==> config.mk <==
export PLATFORM = sky130hd
export DESIGN_NAME = spm_core
export DESIGN_NICKNAME = d
export VERILOG_FILES = /design/src/inc/spm_pkg.sv /design/src/logic/spm_core.sv
export SDC_FILE = /design/constraint.sdc
export NUM_CORES = 1
export LEC_CHECK = 0
export BUFFER_PORTS_ARGS = -buffer_cell sky130_fd_sc_hd__buf_2
export CELL_PAD_IN_SITES_DETAIL_PLACEMENT = 1
export CELL_PAD_IN_SITES_GLOBAL_PLACEMENT = 1
export CORE_AREA = 5 5 139 141
export CTS_CLUSTER_DIAMETER = 200
export DETAILED_ROUTE_END_ITERATION = 10
export DIE_AREA = 0 0 144 146
export HOLD_SLACK_MARGIN = 0.15
export PLACE_DENSITY = 0.8
export SLEW_MARGIN = 40
export SYNTH_ARGS = -nofsm -noshare
export SYNTH_HDL_FRONTEND = slang
export SYNTH_SLANG_ARGS = --single-unit
==> constraint.sdc <==
create_clock -name CLK_I -period 3.3 [get_ports CLK_I]
set_input_delay 0.33 -clock CLK_I [delete_from_list [all_inputs] [get_ports CLK_I]]
set_output_delay 0.33 -clock CLK_I [all_outputs]
set_load 0.01 [all_outputs]
==> src/inc/spm_pkg.sv <==
// shared constants and types for the serial port mode and buffer interrupt block
package spm_pkg;
	// register byte offsets
	localparam logic [7:0] SPM_CTRL_OFS = 8'h00; // serial_port_control
	localparam logic [7:0] SPM_STAT_OFS = 8'h04; // sticky event status, read only
	localparam logic [7:0] SPM_CLR_OFS = 8'h08; // write one to clear status, write only
	localparam logic [7:0] SPM_IEN_OFS = 8'h0C; // interrupt enable, same layout as status
	localparam logic [7:0] SPM_DATA_OFS = 8'h10; // write: tx push, read: rx pop
	localparam logic [7:0] SPM_LVL_OFS = 8'h14; // buffer fill levels and busy
	// control field positions
	localparam int SPM_ON_BIT = 15;
	localparam int SPM_FRM_BIT = 14;
	localparam int SPM_AUD_BIT = 13;
	localparam int SPM_CKP_BIT = 6;
	localparam int SPM_MST_BIT = 5;
	localparam int SPM_REL_BIT = 4;
	localparam int SPM_TXS_LO = 2;
	localparam int SPM_RXS_LO = 0;
	// status bit positions
	localparam int SPM_ST_TX = 0;
	localparam int SPM_ST_RX = 1;
	localparam int SPM_ST_OVF = 2;
	localparam int SPM_NSTAT = 3;
	// reset values
	localparam logic [31:0] SPM_CTRL_RST = 32'h0000_0000;
	localparam logic [2:0] SPM_STAT_RST = 3'h0;
	// buffer interrupt select codes
	localparam logic [1:0] SPM_SEL_DONE = 2'h0;
	localparam logic [1:0] SPM_SEL_ONE = 2'h1;
	localparam logic [1:0] SPM_SEL_HALF = 2'h2;
	localparam logic [1:0] SPM_SEL_MOST = 2'h3;
	// serial clock timing: least period 40 ns, bus clock 25 ns
	localparam int SPM_SCK_MIN_NS = 40;
	localparam int SPM_CLK_NS = 25;
	localparam int SPM_HALF_RAW = (SPM_SCK_MIN_NS / 2 + SPM_CLK_NS - 1) / SPM_CLK_NS;
	localparam int SPM_HALF_CYC = (SPM_HALF_RAW < 1) ? 1 : SPM_HALF_RAW;
	localparam int SPM_WORD_BITS = 8;
	// control fields as stored
	typedef struct packed {
		logic on;
		logic framed;
		logic audio;
		logic cpol;
		logic master;
		logic release_in;
		logic [1:0] txsel;
		logic [1:0] rxsel;
	} spm_ctrl_t;
	// serial pin group toward the link
	typedef struct packed {
		logic sck;
		logic sck_oe;
		logic sdo;
		logic sdo_oe;
	} spm_pins_t;
endpackage : spm_pkg

==> src/logic/spm_core.sv <==
// serial port role select, input release and buffer interrupt logic with a wishbone slave
//
// Added by the designer: the register addresses and register access over Wishbone.
`timescale 1ns/10ps
module spm_core import spm_pkg::*; #(
	parameter int DEPTH = 4, // buffer words per direction
	parameter int HALF_CYC = SPM_HALF_CYC // master half period in clocks
) (
	input wire logic CLK_I,
	input wire logic RST_N_I,
	input wire logic CYC_I,
	input wire logic STB_I,
	input wire logic WE_I,
	input wire logic [7:0] ADR_I,
	input wire logic [3:0] SEL_I,
	input wire logic [31:0] DAT_I,
	output logic [31:0] DAT_O,
	output logic ACK_O,
	input wire logic SCK_I,
	input wire logic SDI_I,
	input wire logic SS_N_I,
	output spm_pins_t PINS_O,
	output logic SDI_RELEASED_O,
	output logic TX_REQ_O,
	output logic RX_REQ_O,
	output logic IRQ_O
);
	localparam int AW = (DEPTH > 1) ? $clog2(DEPTH) : 1;
	localparam logic [AW:0] FULL_C = (AW+1)'(DEPTH);
	localparam logic [AW:0] HALFW_C = (AW+1)'(DEPTH / 2);
	localparam logic [7:0] HALF_C = 8'(HALF_CYC - 1);

	// level decode of one buffer request, shared by both directions
	function automatic logic buf_req(input logic [1:0] sel, input logic [AW:0] cnt,
			input logic done, input logic is_tx);
		logic r;
		r = 1'b0;
		unique case (sel)
			SPM_SEL_MOST: r = is_tx ? (cnt != FULL_C) : (cnt == FULL_C);
			SPM_SEL_HALF: r = is_tx ? (cnt <= HALFW_C) : (cnt >= HALFW_C);
			SPM_SEL_ONE: r = is_tx ? (cnt == '0) : (cnt != '0);
			SPM_SEL_DONE: r = done;
		endcase
		return r;
	endfunction : buf_req

	spm_ctrl_t ctrl_r; // stored control fields
	logic [SPM_NSTAT-1:0] stat_r; // sticky events
	logic [SPM_NSTAT-1:0] ien_r; // interrupt enables
	logic ack_r; // wishbone acknowledge
	logic [31:0] dat_r; // read data
	logic [7:0] txm_r [DEPTH]; // transmit buffer words
	logic [7:0] rxm_r [DEPTH]; // receive buffer words
	logic [AW-1:0] txw_r, txr_r, rxw_r, rxr_r; // buffer pointers
	logic [AW:0] txc_r, rxc_r; // buffer fill counts
	logic sck_s1_r, sck_s2_r, sck_s3_r; // link clock sync and history
	logic sdi_s1_r, sdi_s2_r, ss_s1_r, ss_s2_r; // pin syncs
	logic busy_r, phase_r, smp_r, txdone_r, rxdrain_r; // engine state
	logic [7:0] shf_r; // shift register
	logic [3:0] bit_r; // bits shifted this word
	logic [7:0] div_r; // master half-period divider

	// bus decode
	logic wr_fire, rd_fire, cpol_eff, rel_eff, sdi_in, ss_act, tick;
	logic lead, trail, start, word_end, tx_push, tx_pop, rx_push, rx_pop;
	assign wr_fire = CYC_I & STB_I & ack_r & WE_I;
	assign rd_fire = CYC_I & STB_I & ack_r & ~WE_I;

	// wishbone: ack one cycle after request, dropped the cycle after
	always_ff @(posedge CLK_I or negedge RST_N_I) begin
		if (!RST_N_I) begin
			ack_r <= 1'b0;
		end else begin
			ack_r <= CYC_I & STB_I & ~ack_r;
		end
	end

	// read data is captured in the request cycle and held with ack
	always_ff @(posedge CLK_I or negedge RST_N_I) begin
		if (!RST_N_I) begin
			dat_r <= '0;
		end else if (CYC_I & STB_I & ~ack_r) begin
			unique case (ADR_I)
				SPM_CTRL_OFS: dat_r <= {16'h0000, ctrl_r.on, ctrl_r.framed, ctrl_r.audio, 6'h00,
					ctrl_r.cpol, ctrl_r.master, ctrl_r.release_in, ctrl_r.txsel, ctrl_r.rxsel};
				SPM_STAT_OFS: dat_r <= {29'h0, stat_r};
				SPM_IEN_OFS: dat_r <= {29'h0, ien_r};
				SPM_DATA_OFS: dat_r <= {24'h0, rxm_r[rxr_r]};
				SPM_LVL_OFS: dat_r <= {15'h0, busy_r, 8'(rxc_r), 8'(txc_r)};
				default: dat_r <= '0; // unmapped and write-only read zero
			endcase
		end
	end
	assign DAT_O = dat_r;
	assign ACK_O = ack_r;

	// control register; role, polarity and modes only while module off
	always_ff @(posedge CLK_I or negedge RST_N_I) begin
		if (!RST_N_I) begin
			ctrl_r <= spm_ctrl_t'({SPM_CTRL_RST[15:13], SPM_CTRL_RST[6:0]});
		end else if (wr_fire && ADR_I == SPM_CTRL_OFS) begin
			if (SEL_I[0]) begin
				ctrl_r.release_in <= DAT_I[SPM_REL_BIT];
				ctrl_r.txsel <= DAT_I[SPM_TXS_LO +: 2];
				ctrl_r.rxsel <= DAT_I[SPM_RXS_LO +: 2];
				if (!ctrl_r.on) begin
					ctrl_r.cpol <= DAT_I[SPM_CKP_BIT];
					ctrl_r.master <= DAT_I[SPM_MST_BIT];
				end
			end
			if (SEL_I[1]) begin
				ctrl_r.on <= DAT_I[SPM_ON_BIT];
				if (!ctrl_r.on) begin
					ctrl_r.framed <= DAT_I[SPM_FRM_BIT];
					ctrl_r.audio <= DAT_I[SPM_AUD_BIT];
				end
			end
		end
	end

	// interrupt enable register
	always_ff @(posedge CLK_I or negedge RST_N_I) begin
		if (!RST_N_I) begin
			ien_r <= SPM_STAT_RST;
		end else if (wr_fire && ADR_I == SPM_IEN_OFS && SEL_I[0]) begin
			ien_r <= DAT_I[SPM_NSTAT-1:0];
		end
	end

	// two-flop syncs; the third clock flop only keeps history for edges
	always_ff @(posedge CLK_I or negedge RST_N_I) begin
		if (!RST_N_I) begin
			{sck_s1_r, sck_s2_r, sck_s3_r} <= 3'h0;
			{sdi_s1_r, sdi_s2_r} <= 2'h0;
			{ss_s1_r, ss_s2_r} <= 2'h3;
		end else begin
			{sck_s1_r, sck_s2_r, sck_s3_r} <= {SCK_I, sck_s1_r, sck_s2_r};
			{sdi_s1_r, sdi_s2_r} <= {SDI_I, sdi_s1_r};
			{ss_s1_r, ss_s2_r} <= {SS_N_I, ss_s1_r};
		end
	end

	assign cpol_eff = ctrl_r.audio | ctrl_r.cpol;
	assign rel_eff = ctrl_r.release_in & ~ctrl_r.framed;
	assign sdi_in = rel_eff ? 1'b0 : sdi_s2_r;
	assign SDI_RELEASED_O = rel_eff;
	assign ss_act = ~ss_s2_r;
	assign tick = (div_r == HALF_C);

	// master ticks its own phase, slave follows synced clock edges
	always_comb begin
		if (ctrl_r.master) begin
			lead = busy_r & tick & ~phase_r;
			trail = busy_r & tick & phase_r;
		end else begin
			lead = busy_r & ((sck_s2_r ^ cpol_eff) & ~(sck_s3_r ^ cpol_eff));
			trail = busy_r & (~(sck_s2_r ^ cpol_eff) & (sck_s3_r ^ cpol_eff));
		end
	end
	assign start = ctrl_r.on & ~busy_r & (ctrl_r.master ? (txc_r != '0) : ss_act);
	assign word_end = trail & (bit_r == 4'(SPM_WORD_BITS - 1));
	assign tx_pop = start & (txc_r != '0);
	assign tx_push = wr_fire & (ADR_I == SPM_DATA_OFS) & SEL_I[0] & (txc_r != FULL_C);
	assign rx_push = word_end & (rxc_r != FULL_C);
	assign rx_pop = rd_fire & (ADR_I == SPM_DATA_OFS) & (rxc_r != '0);

	// master half-period divider, enable pulse only
	always_ff @(posedge CLK_I or negedge RST_N_I) begin
		if (!RST_N_I) begin
			div_r <= '0;
		end else if (!busy_r || tick) begin
			div_r <= '0;
		end else begin
			div_r <= div_r + 8'h01;
		end
	end

	// shift engine: sample on leading edge, shift on trailing edge
	always_ff @(posedge CLK_I or negedge RST_N_I) begin
		if (!RST_N_I) begin
			busy_r <= 1'b0;
			phase_r <= 1'b0;
			smp_r <= 1'b0;
			bit_r <= '0;
			shf_r <= '0;
		end else if (!ctrl_r.on || (!ctrl_r.master && !ss_act)) begin
			busy_r <= 1'b0; // off or deselected aborts the word
			phase_r <= 1'b0;
			bit_r <= '0;
		end else if (start) begin
			busy_r <= 1'b1;
			phase_r <= 1'b0;
			bit_r <= '0;
			shf_r <= (txc_r != '0) ? txm_r[txr_r] : 8'h00; // slave sends zero when empty
		end else if (lead) begin
			smp_r <= sdi_in;
			phase_r <= 1'b1;
		end else if (trail) begin
			shf_r <= {shf_r[6:0], smp_r};
			phase_r <= 1'b0;
			bit_r <= bit_r + 4'h1;
			busy_r <= ~word_end;
		end
	end

	// transmit buffer storage and pointers
	always_ff @(posedge CLK_I or negedge RST_N_I) begin
		if (!RST_N_I) begin
			txw_r <= '0;
			txr_r <= '0;
			txc_r <= '0;
			for (int i = 0; i < DEPTH; i++) txm_r[i] <= '0;
		end else begin
			if (tx_push) begin
				txm_r[txw_r] <= DAT_I[7:0];
				txw_r <= (txw_r == AW'(DEPTH - 1)) ? '0 : txw_r + AW'(1);
			end
			if (tx_pop) txr_r <= (txr_r == AW'(DEPTH - 1)) ? '0 : txr_r + AW'(1);
			txc_r <= txc_r + (AW+1)'(tx_push) - (AW+1)'(tx_pop);
		end
	end

	// receive buffer storage and pointers; full buffer drops the word
	always_ff @(posedge CLK_I or negedge RST_N_I) begin
		if (!RST_N_I) begin
			rxw_r <= '0;
			rxr_r <= '0;
			rxc_r <= '0;
			for (int i = 0; i < DEPTH; i++) rxm_r[i] <= '0;
		end else begin
			if (rx_push) begin
				rxm_r[rxw_r] <= {shf_r[6:0], smp_r}; // word as it stands after the last shift
				rxw_r <= (rxw_r == AW'(DEPTH - 1)) ? '0 : rxw_r + AW'(1);
			end
			if (rx_pop) rxr_r <= (rxr_r == AW'(DEPTH - 1)) ? '0 : rxr_r + AW'(1);
			rxc_r <= rxc_r + (AW+1)'(rx_push) - (AW+1)'(rx_pop);
		end
	end

	// completion markers for the select-00 modes
	always_ff @(posedge CLK_I or negedge RST_N_I) begin
		if (!RST_N_I) begin
			txdone_r <= 1'b0;
			rxdrain_r <= 1'b0;
		end else begin
			if (tx_push) txdone_r <= 1'b0;
			else if (word_end && txc_r == '0) txdone_r <= 1'b1;
			if (rx_push) rxdrain_r <= 1'b0;
			else if (rx_pop && rxc_r == (AW+1)'(1)) rxdrain_r <= 1'b1;
		end
	end

	// buffer requests stay high while the chosen condition holds
	assign TX_REQ_O = ctrl_r.on & buf_req(ctrl_r.txsel, txc_r, txdone_r, 1'b1);
	assign RX_REQ_O = ctrl_r.on & buf_req(ctrl_r.rxsel, rxc_r, rxdrain_r, 1'b0);

	// sticky status: a set in the clearing cycle wins
	always_ff @(posedge CLK_I or negedge RST_N_I) begin
		if (!RST_N_I) begin
			stat_r <= SPM_STAT_RST;
		end else begin
			for (int i = 0; i < SPM_NSTAT; i++) begin
				if (wr_fire && ADR_I == SPM_CLR_OFS && SEL_I[0] && DAT_I[i]) stat_r[i] <= 1'b0;
			end
			if (TX_REQ_O) stat_r[SPM_ST_TX] <= 1'b1;
			if (RX_REQ_O) stat_r[SPM_ST_RX] <= 1'b1;
			if (word_end && rxc_r == FULL_C) stat_r[SPM_ST_OVF] <= 1'b1;
		end
	end
	assign IRQ_O = |(stat_r & ien_r);

	// pin drive: clock only as master, data out as master or while selected
	assign PINS_O.sck = phase_r ^ cpol_eff;
	assign PINS_O.sck_oe = ctrl_r.on & ctrl_r.master;
	assign PINS_O.sdo = shf_r[7];
	assign PINS_O.sdo_oe = ctrl_r.on & (ctrl_r.master | ss_act);
endmodule : spm_core

==> results of run 1 <==
==> what timing repair did <==
item,4_1_cts,5_1_grt
setup endpoints to repair,0,0
hold endpoints to repair,94,0
hold buffers,7,0
setup buffers,0,0
==> layout make-up <==
type	count	area, um2
Timing Repair Buffer	68	420
Clock buffer	19	433
Multi-Input combinational cell	356	3200
Sequential cell	142	3560
Inverter	23	86.3
Clock inverter	13	119
Fill cell	1862	9740
Tap cell	229	287
==> through the flow <==
| step | utilization [%] | hold WS, ns | area [um2] |
|---|---|---|---|
| floorplan | - | 0.0344 | 7060 |
| global placement | 41.9 | 0.341 | 7470 |
| detailed placement | 41.9 | 0.347 | 7470 |
| CTS | 45.4 | 0.184 | 8090 |
| global route | 45.4 | 0.202 | 8100 |
| finish | 45.4 | 0.190 | 8100 |
==> placed cells by master, fill, tap and decap left out, drive strengths merged, types with 3 or more instances in the layout <==
cell type and instances:
dfrtp 140, mux2 86, buf 61, nand2 40
nor2 29, inv 24, clkbuf 19, ha 18
conb 17, a32oi 16, nand3 14, and3 13
mux4 13, o21ai 12, a21oi 9, nor2b 7
dlygate4sd3 7, clkinv 7, mux2i 6, nor3 6
xnor2 5, xor2 5, nand4 5, or3 4
and2 4, a21o 4, a221oi 4, a221o 4
clkinvlp 4, nand2b 3, a31oi 3, o31ai 3
o22ai 3
==> registers in the layout, indices dropped and copies added, names as in the netlist, 4 cells and up <==
name and count:
shf_r 8, div_r 8, bit_r 4, DAT_O 15, txm_r 32, rxm_r 32
ctrl_r 10
==> routing by layer <==
| metal | global-route usage, % | up-vias | wire length (um) |
|---|---|---|---|
| met5 | 0 | - | 11 |
| met4 | 5.98 | 2 | 226 |
| met3 | 3.94 | 19 | 869 |
| met2 | 28.8 | 100 | 9070 |
| met1 | 22.6 | 2373 | 7460 |
| li1 | - | 2067 | - |
==> cell families (layout without fill, tap and decap cells) <==
logic type / Yosys count / after routing
flops: 142 / 142
simple gates: 136 / 136
mux: 105 / 105
compound gates: 68 / 68
buf+inv: 60 / 123
fa+ha+maj: 20 / 20
xor+xnor: 10 / 10
other cells: 1 / 17
==> final timing paths <==
check                            end  cells past startpoint  slack [ns]
max in group asynchronous   div_r[5]                      3        2.02
hold / removal             txm_r[15]                      2        0.19
setup / recovery            rxc_r[2]                      9        0.72
min in group asynchronous   txw_r[1]                      2        0.49
hold reg to reg             sdi_s2_r                      0        0.35
setup reg to reg            rxc_r[2]                      9        0.72
==> power by group through the flow <==
| stage | combinational (mW) | clock (mW) | sequential [mW] |
|---|---|---|---|
| final | 0.154 | 1.79 | 1.78 |
| after global placement | 0.139 | 0 | 1.81 |
| after CTS | 0.157 | 1.82 | 1.78 |
| after floorplan | 0.0757 | 0 | 1.81 |
| after global routing | 0.177 | 1.91 | 1.78 |
| after detailed placement | 0.147 | 0 | 1.81 |
==> metrics.md, run 1 <==
| Metric | Value |
|---|---|
| Unique masters post-synth | `59` |
| Slowest cell on crit path | `dfrtp_1` |
| Cells after Synth | `542` |
| Clk pwr share | `48.1%` |
| RSZ-0062 raised after global routing | `false` |
| Status | `completed` |
| VDD IR-drop max | `0.381 mV` |
| Die width | `144 um` |
| Drt drc | `0` |
| FF-to-FF Start | `div_r[4]` |
| Gr ovfl total | `0` |
| First-pass DRT Iterations | `4` |
| Setup TNS | `0 ns` |
| Syn avg cell area | `12.9 um2` |
| CP top delay family | `simple AND/OR/NAND/NOR gates` |
| TritonCTS Buffers | `17` |
| Most frequent cell after synthesis | `dfrtp_1` |
| Buf+Inv Stages, Crit Path | `1` |
| CP required | `3.61 ns` |
| Mapped Area | `7000 um2` |
| Worst-path clk slew | `0.06 ns` |
| Total track usage | `17.5%` |
| HPWL after detailed placement | `12300 um` |
| Clock buffer depth | `2` |
| CP Capture Type | `register` |
| Max-Cap Viols | `0` |
| Number of synthesized flops with an enable pin | `0` |
| Post-synth top area cell | `dfrtp_1` |
| Port Buffers | `52` |
| Internal power | `2.85 mW` |
| Clk root buf | `clkbuf_16` |
| Min-Delay Startpoint | `DAT_I[7]` |
| WL/cell | `20.7 um` |
| Async S/R FF share, synth | `100%` |
| Minimum clock period | `2.58 ns` |
| Clock Sinks | `142` |
| DR iter-0 viols | `326` |
| Sw Share | `23.6%` |
| Kind of critical path | `reg -> reg` |
| Final Skew | `0.0165 ns` |
| Main flop type after synthesis | `dfrtp_1` |
| Crit. Startpoint | `div_r[4]` |
| Net Switching | `0.881 mW` |
| Die ar. | `21000 um2` |
| CTS-repair resized insts | `0` |
| Sequential fraction of the synthesis area | `50.8%` |
| Via density per instance | `5.37` |
| Worst stage delay on the critical path | `0.42 ns` |
| Die H | `146 um` |
| RD Place Congestion | `0.809` |
| Vias | `4561` |
| Starting Density | `39.2%` |
| CP arrival | `2.89 ns` |
| Synth Area in Simple Gates | `11.8%` |
| P per Cell Area | `461 nW/um2` |
| Synth top cells by count | `dfrtp_1, mux2_2, nand2_1` |
| Post-synthesis compound-gate area fraction | `7.10%` |
| DRT Wirelength | `17600 um` |
| Number of global-route vias before repair | `5066` |
| Core area | `17800 um2` |
| CTS tree | `yes` |
| YS warnings | `0` |
| I/O pins | `93` |
| Tcrit/Tclk final | `78.3%` |
| Largest net degree at the start of global routing | `92` |
| Area Overhead vs Synth | `15.7%` |
| Peak Freq | `0.387 GHz` |
| Pwr Total | `3.73 mW` |
| Clk_lat worst skew | `0.43 ns` |
| Top post-synthesis cells by area | `dfrtp_1, mux2_2, mux2_4` |
| Slew Limit Fails | `0` |
| Synth top area share | `50.0%` |
| Critical path launch point type | `register` |
| Least-Margin Pin Slew | `0.700 ns` |
| Synthesized-area fraction occupied by adder cells | `3.79%` |
| Static Leak | `4.03 nW` |
| First-pass GRT wire length | `28300 um` |
| Place WS | `0.497 ns` |
| Initial antenna violation count | `1` |
| Post-synthesis xor/xnor area fraction | `1.25%` |
| Routed Antenna Nets | `0` |
| Combinational Power Share | `4.1%` |
| Diodes inserted | `0` |
| Row cnt | `49` |
| Post-synthesis sequential element count | `142` |
| Placed Instances | `811` |
| Setup violations, final | `0` |
| Largest family of logic cells by synthesized area | `multiplexers` |
| Final Hold Vio Count | `0` |
| Layout cells sized above 1 | `32.9%` |
| Slew headroom | `53.3%` |
| Mux contribution to synthesized area | `20.7%` |
| HP Class | `in -> reg` |
| PnR worst setup slack | `0.716 ns` |
| CTS H-tree lvls | `4` |
| Cells along the critical path | `nor4_1, nand3_1, o2bb2ai_2, and3_1, xnor2_1, ha_1, inv_1, fa_1, xor2_1` |
| Crit-path max FO | `5` |
| Register share of total power | `47.8%` |
| Final Non-Filler Cells | `850` |
| Final layout net count | `680` |
(Power assumes the default switching activity.)
==> inputs of run 2 (changes only) <==
Clock period 3.3 ns to 2.49 ns, I/O delays scaled along.
==> run 2 against run 1 <==
Clock power grew 56%; final area grew 2.9%; power grew 44%; highest routed layer is now met4.
==> metrics.md, run 2 (synthesis results as in run 1) <==
| Metric | Value |
|---|---|
| Status | `completed` |
| Drt drc | `0` |
| Wire length on met3 | `638 um` |
| Worst-path clk slew | `0.06 ns` |
| Slew Limit Fails | `0` |
| Total track usage | `17.8%` |
| Net Switching | `1.16 mW` |
| Commonest non-fill, non-tap cell in the layout | `dfrtp_1` |
| Critical path launch point type | `register` |
| Commonest cells after routing, fill and taps aside | `dfrtp_1, buf_2, mux2_2` |
| RD Place Congestion | `0.775` |
| Register share of total power | `43.9%` |
| Clock buffer depth | `2` |
| Starting Density | `39.2%` |
| DRT Wirelength | `17800 um` |
| Tcrit/Tclk final | `96.0%` |
| WL met1 | `7730 um` |
| Crit path capture | `rxc_r[2]` |
| Clk pwr share | `52.1%` |
| WP depth | `9` |
| Max-Cap Viols | `0` |
| Diodes inserted | `0` |
| Via density per instance | `5.35` |
| Final Hold Vio Count | `0` |
| Final instance area | `8330 um2` |
| Clk_lat worst skew | `0.43 ns` |
| CP required | `2.81 ns` |
| Die width | `144 um` |
| DR iter-0 viols | `261` |
| HP Class | `in -> reg` |
| R2R depth | `9` |
| Cells along the critical path | `nor4_4, nand3_1, o2bb2ai_2, and3_4, xnor2_1, ha_1, inv_1, fa_1, xor2_1` |
| CP arrival | `2.71 ns` |
| Routed Antenna Nets | `0` |
| CP top delay family | `simple AND/OR/NAND/NOR gates` |
| Place WS | `-0.0329 ns` |
| Static Leak | `4.13 nW` |
| Largest net degree at the start of global routing | `61` |
| Least-Margin Pin Slew | `0.603 ns` |
| Die ar. | `21000 um2` |
| Routed wl met2 | `9160 um` |
| HPWL after detailed placement | `12700 um` |
| Slew headroom | `59.8%` |
| Placed inst area | `7550 um2` |
| Final Skew | `0.00812 ns` |
| Pwr Total | `5.38 mW` |
| Top routing layer in use | `met4` |
| Capturing point of the worst reg2reg path | `rxc_r[2]` |
| Worst stage delay on the critical path | `0.43 ns` |
| Core area | `17800 um2` |
| CTS tree | `yes` |
| Final hold slack | `0.179 ns` |
| P per Cell Area | `646 nW/um2` |
| Clk root buf | `clkbuf_16` |
| Initial antenna violation count | `0` |
| First-pass DRT Iterations | `4` |
| PnR worst setup slack | `0.0993 ns` |
| VDD IR-drop max | `0.585 mV` |
| Gr ovfl total | `0` |
| Post-layout util | `46.7%` |
| Layout cells sized above 1 | `34.6%` |
| Sw Share | `21.6%` |
| Reg-to-reg setup timing slack | `0.1 ns` |
| Peak Freq | `0.418 GHz` |
| WL/cell | `20.7 um` |
| Final layout net count | `692` |
| Minimum clock period | `2.39 ns` |
| Die H | `146 um` |
| Combinational Power Share | `4.0%` |
| Port Buffers | `52` |
| Fill cells | `1840` |
| Kind of critical path | `reg -> reg` |
| CTS H-tree lvls | `4` |
| Setup violations, final | `0` |
| CP Capture Type | `register` |
| Vias | `4609` |
| Clock Sinks | `142` |
| Slowest cell on crit path | `dfrtp_1` |
| Buf+Inv Stages, Crit Path | `1` |
| Crit-path max FO | `3` |
| Number of global-route vias before repair | `5239` |
| First-pass GRT wire length | `28700 um` |
| Row cnt | `49` |
| Post-CTS setup buffers | `0` |
| I/O pins | `93` |
| FF-to-FF Start | `div_r[4]` |
| Crit. Startpoint | `div_r[4]` |
| TritonCTS Buffers | `17` |
| Area Overhead vs Synth | `19.0%` |
| Internal power | `4.22 mW` |
run 2: changes by cell type in the layout (fill, tap and decap cells not counted), sizes merged:
cell | before | now
buf | 61 | 70
bufinv | 1 | 5
clkinv | 7 | 3
clkinvlp | 4 | 5
dlygate4sd3 | 7 | 10
inv | 24 | 23
run 2: worst min path at each step:
stage,end,startpoint,slack (ns),depth (start not counted)
floorplan,ACK_O,RST_N_I,-0.05,0
global placement,txm_r[18],RST_N_I,0.24,1
detailed placement,txm_r[18],RST_N_I,0.25,1
CTS,txm_r[21],DAT_I[5],0.16,2
global route,txm_r[5],DAT_I[5],0.17,2
finish,txm_r[21],DAT_I[5],0.18,2
run 2: power by group through the flow:
| stage | combinational [mW] | sequential [mW] | clock [mW] |
|---|---|---|---|
| global route | 0.242 | 2.36 | 2.98 |
| detailed placement | 0.200 | 2.40 | 0 |
| floorplan | 0.100 | 2.40 | 0 |
| global placement | 0.190 | 2.40 | 0 |
| CTS | 0.219 | 2.36 | 2.87 |
| finish | 0.215 | 2.36 | 2.80 |
run 2: stage by stage:
step	setup TNS [ns]	std cells
floorplan	0	558
global placement	0	820
detailed placement	-0.0523	820
CTS	0	862
global route	-0.00541	862
finish	0	862
run 2: repair_timing:
item,CTS,global route
setup endpoints to repair,2,2
hold buffers,10,0
endpoints found under the hold margin,72,0
gates resized for setup,2,4
run 2: final cells by class:
class	instances	area (um2)	area share (%)
Timing Repair Buffer	80	514	6.17
Sequential cell	142	3560	42.7
Inverter	23	86.3	1.04
Clock inverter	13	214	2.57
Multi-Input combinational cell	356	3230	38.8
Tap cell	229	287	3.44
Clock buffer	19	443	5.32
run 2: routing by layer:
metal  vias up  global-route usage (%)
li1       2090                       -
met1      2404                    22.8
met4         0                    5.79
met5         -                       0
met3        24                    3.94
met2        91                    29.8
==> inputs of run 3 (changes only) <==
Settings changed: PLACE_DENSITY 0.8 to 0.74.
==> run 3 against run 2 <==
Global-route usage down 0.16 points; sequential share of layout area up 0.48 points; final area down 1.1%; clock skew up 0.00050 ns; via count up 1.4%; clock-buffer cell count up 4; clock power down 16%; sequential power about the same; final cell count up 0.35%; die area unchanged; register-to-register slack better by 0.05 ns.
==> metrics.md, run 3 (synthesis results as in run 1) <==
| Metric | Value |
|---|---|
| Status | `completed` |
| R2R depth | `9` |
| Final Non-Filler Cells | `865` |
| First-pass GRT wire length | `28400 um` |
| Commonest cells after routing, fill and taps aside | `dfrtp_1, buf_2, mux2_2` |
| RD Place Congestion | `0.793` |
| Clk root buf | `clkbuf_16` |
| Worst hold path stage count | `3` |
| Diodes inserted | `0` |
| Critical path launch point type | `register` |
| Static Leak | `4.11 nW` |
| GR peak layer | `met2` |
| Clock buffer depth | `2` |
| Final Hold Vio Count | `0` |
| WL/cell | `20.2 um` |
| Routed Antenna Nets | `0` |
| I/O pins | `93` |
| Number of global-route vias before repair | `5149` |
| Commonest non-fill, non-tap cell in the layout | `dfrtp_1` |
| Capturing point of the worst reg2reg path | `rxc_r[2]` |
| P per Cell Area | `598 nW/um2` |
| Reg-to-reg setup timing slack | `0.14 ns` |
| Die H | `146 um` |
| HP Class | `in -> reg` |
| Initial antenna violation count | `1` |
| Final Skew | `0.00863 ns` |
| Drt drc | `0` |
| Pwr Total | `4.92 mW` |
| Place WS | `0.0212 ns` |
| Crit-path max FO | `4` |
| Placed Instances | `822` |
| HPWL after detailed placement | `12400 um` |
| Grt met2 use | `28.2%` |
| FF-to-FF Start | `sck_s2_r` |
| Layout cells sized above 1 | `34.0%` |
| Post-layout util | `46.2%` |
| Slowest cell on crit path | `dfrtp_1` |
| Tcrit/Tclk final | `94.2%` |
| Core area | `17800 um2` |
| VDD IR-drop max | `0.498 mV` |
| Min-Delay Startpoint | `DAT_I[0]` |
| Peak Freq | `0.426 GHz` |
| WHS Endpoint | `stat_r[0]` |
| Die width | `144 um` |
| Worst stage delay on the critical path | `0.43 ns` |
| CP arrival | `2.65 ns` |
| Area Overhead vs Synth | `17.7%` |
| CTS H-tree lvls | `4` |
| DR iter-0 viols | `215` |
| PnR worst setup slack | `0.145 ns` |
| Kind of critical path | `reg -> reg` |
| Total track usage | `17.6%` |
| TritonCTS Buffers | `17` |
| Worst-path clk slew | `0.06 ns` |
| Port Buffers | `52` |
| Row cnt | `49` |
| Final hold slack | `0.189 ns` |
| CP required | `2.79 ns` |
| Minimum clock period | `2.35 ns` |
| Met1 Use GR | `23.4%` |
| Least-Margin Pin Slew | `0.720 ns` |
| CTS tree | `yes` |
| Setup violations, final | `0` |
| CP Capture Type | `register` |
| Slew Limit Fails | `0` |
| Vias | `4672` |
| Die ar. | `21000 um2` |
| Max-Cap Viols | `0` |
| Starting Density | `39.2%` |
| Clk_lat worst skew | `0.43 ns` |
| Met3 usage | `4.37%` |
| Cells along the critical path | `nand2b_1, o32ai_2, o2bb2ai_2, and3_2, xnor2_1, ha_1, inv_1, fa_1, xor2_1` |
| Final layout net count | `697` |
| Slew headroom | `52.0%` |
| DRT Wirelength | `17500 um` |
| Largest net degree at the start of global routing | `77` |
| Gr ovfl total | `0` |
| Clock Sinks | `142` |
| Via density per instance | `5.40` |
| First-pass DRT Iterations | `4` |
==> run 3: changes by cell type in the layout (fill, tap and decap cells not counted), moves of 2 or more <==
cell,change
bufinv_16,-4
clkinv_2,+4
buf_4,+3
clkbuf_1,+3
clkinv_4,-3
clkinvlp_4,-3
dlygate4sd3_1,+2
==> run 3: how the worst max path moves through the flow <==
stage / slack (ns) / endpoint / cells past startpoint / from
final: 0.14 / rxc_r[2] / 9 / sck_s2_r
after global routing: -0.02 / rxc_r[2] / 9 / div_r[5]
after CTS: 0.02 / rxc_r[2] / 9 / sck_s2_r
after detailed placement: 0.02 / txc_r[2] / 10 / ADR_I[1]
after global placement: 0.07 / txc_r[2] / 10 / ADR_I[1]
after floorplan: 0.04 / rxc_r[2] / 9 / bit_r[0]
==> run 3: per-stage QoR <==
stage | area, um2 | TNS, ns
after global routing | 8240 | -0.0226
after detailed placement | 7560 | 0
after CTS | 8210 | 0
final | 8240 | 0
after global placement | 7550 | 0
after floorplan | 7060 | 0
==> run 3: what timing repair did <==
| item | CTS | global route |
|---|---|---|
| setup endpoints to repair | 0 | 2 |
| hold endpoints to repair | 101 | 0 |
| hold buffers | 12 | 0 |
| resized for setup | 0 | 3 |
| buffers inserted | 0 | 1 |
==> run 3: metal layers <==
metal,part of all wire [%],vias up
met5,0.040,-
met4,1.5,2
met3,5.3,24
met2,50,105
met1,44,2442
li1,-,2099
==> run 3: critical path, delay by kind of cell, from the launching register on <==
| kind | cells | cell delay [ns] |
|---|---|---|
| AOI/OAI and AO/OA | 2 | 0.45 |
| buffers and inverters | 1 | 0.05 |
| and+or+nand+nor | 2 | 0.45 |
| xor gates and xnor gates | 2 | 0.31 |
| DFF | 1 | 0.43 |
| adders and majority gates | 2 | 0.54 |
==> run 3: where the power goes <==
part	switching [mW]	internal [mW]	total, mW
registers	0.0308	2.34	2.37
clock network	0.939	1.41	2.34
logic	0.135	0.0780	0.213
==> run 3: area by class of cell <==
cell class / instances / area [um2]
multi-input cells: 356 / 3220
flip-flops and latches: 142 / 3560
fillers: 1850 / 9600
repair buffers: 85 / 557
inverters: 23 / 86.3
well taps: 229 / 287
clock buffers: 23 / 468
clock inverters: 7 / 65.1
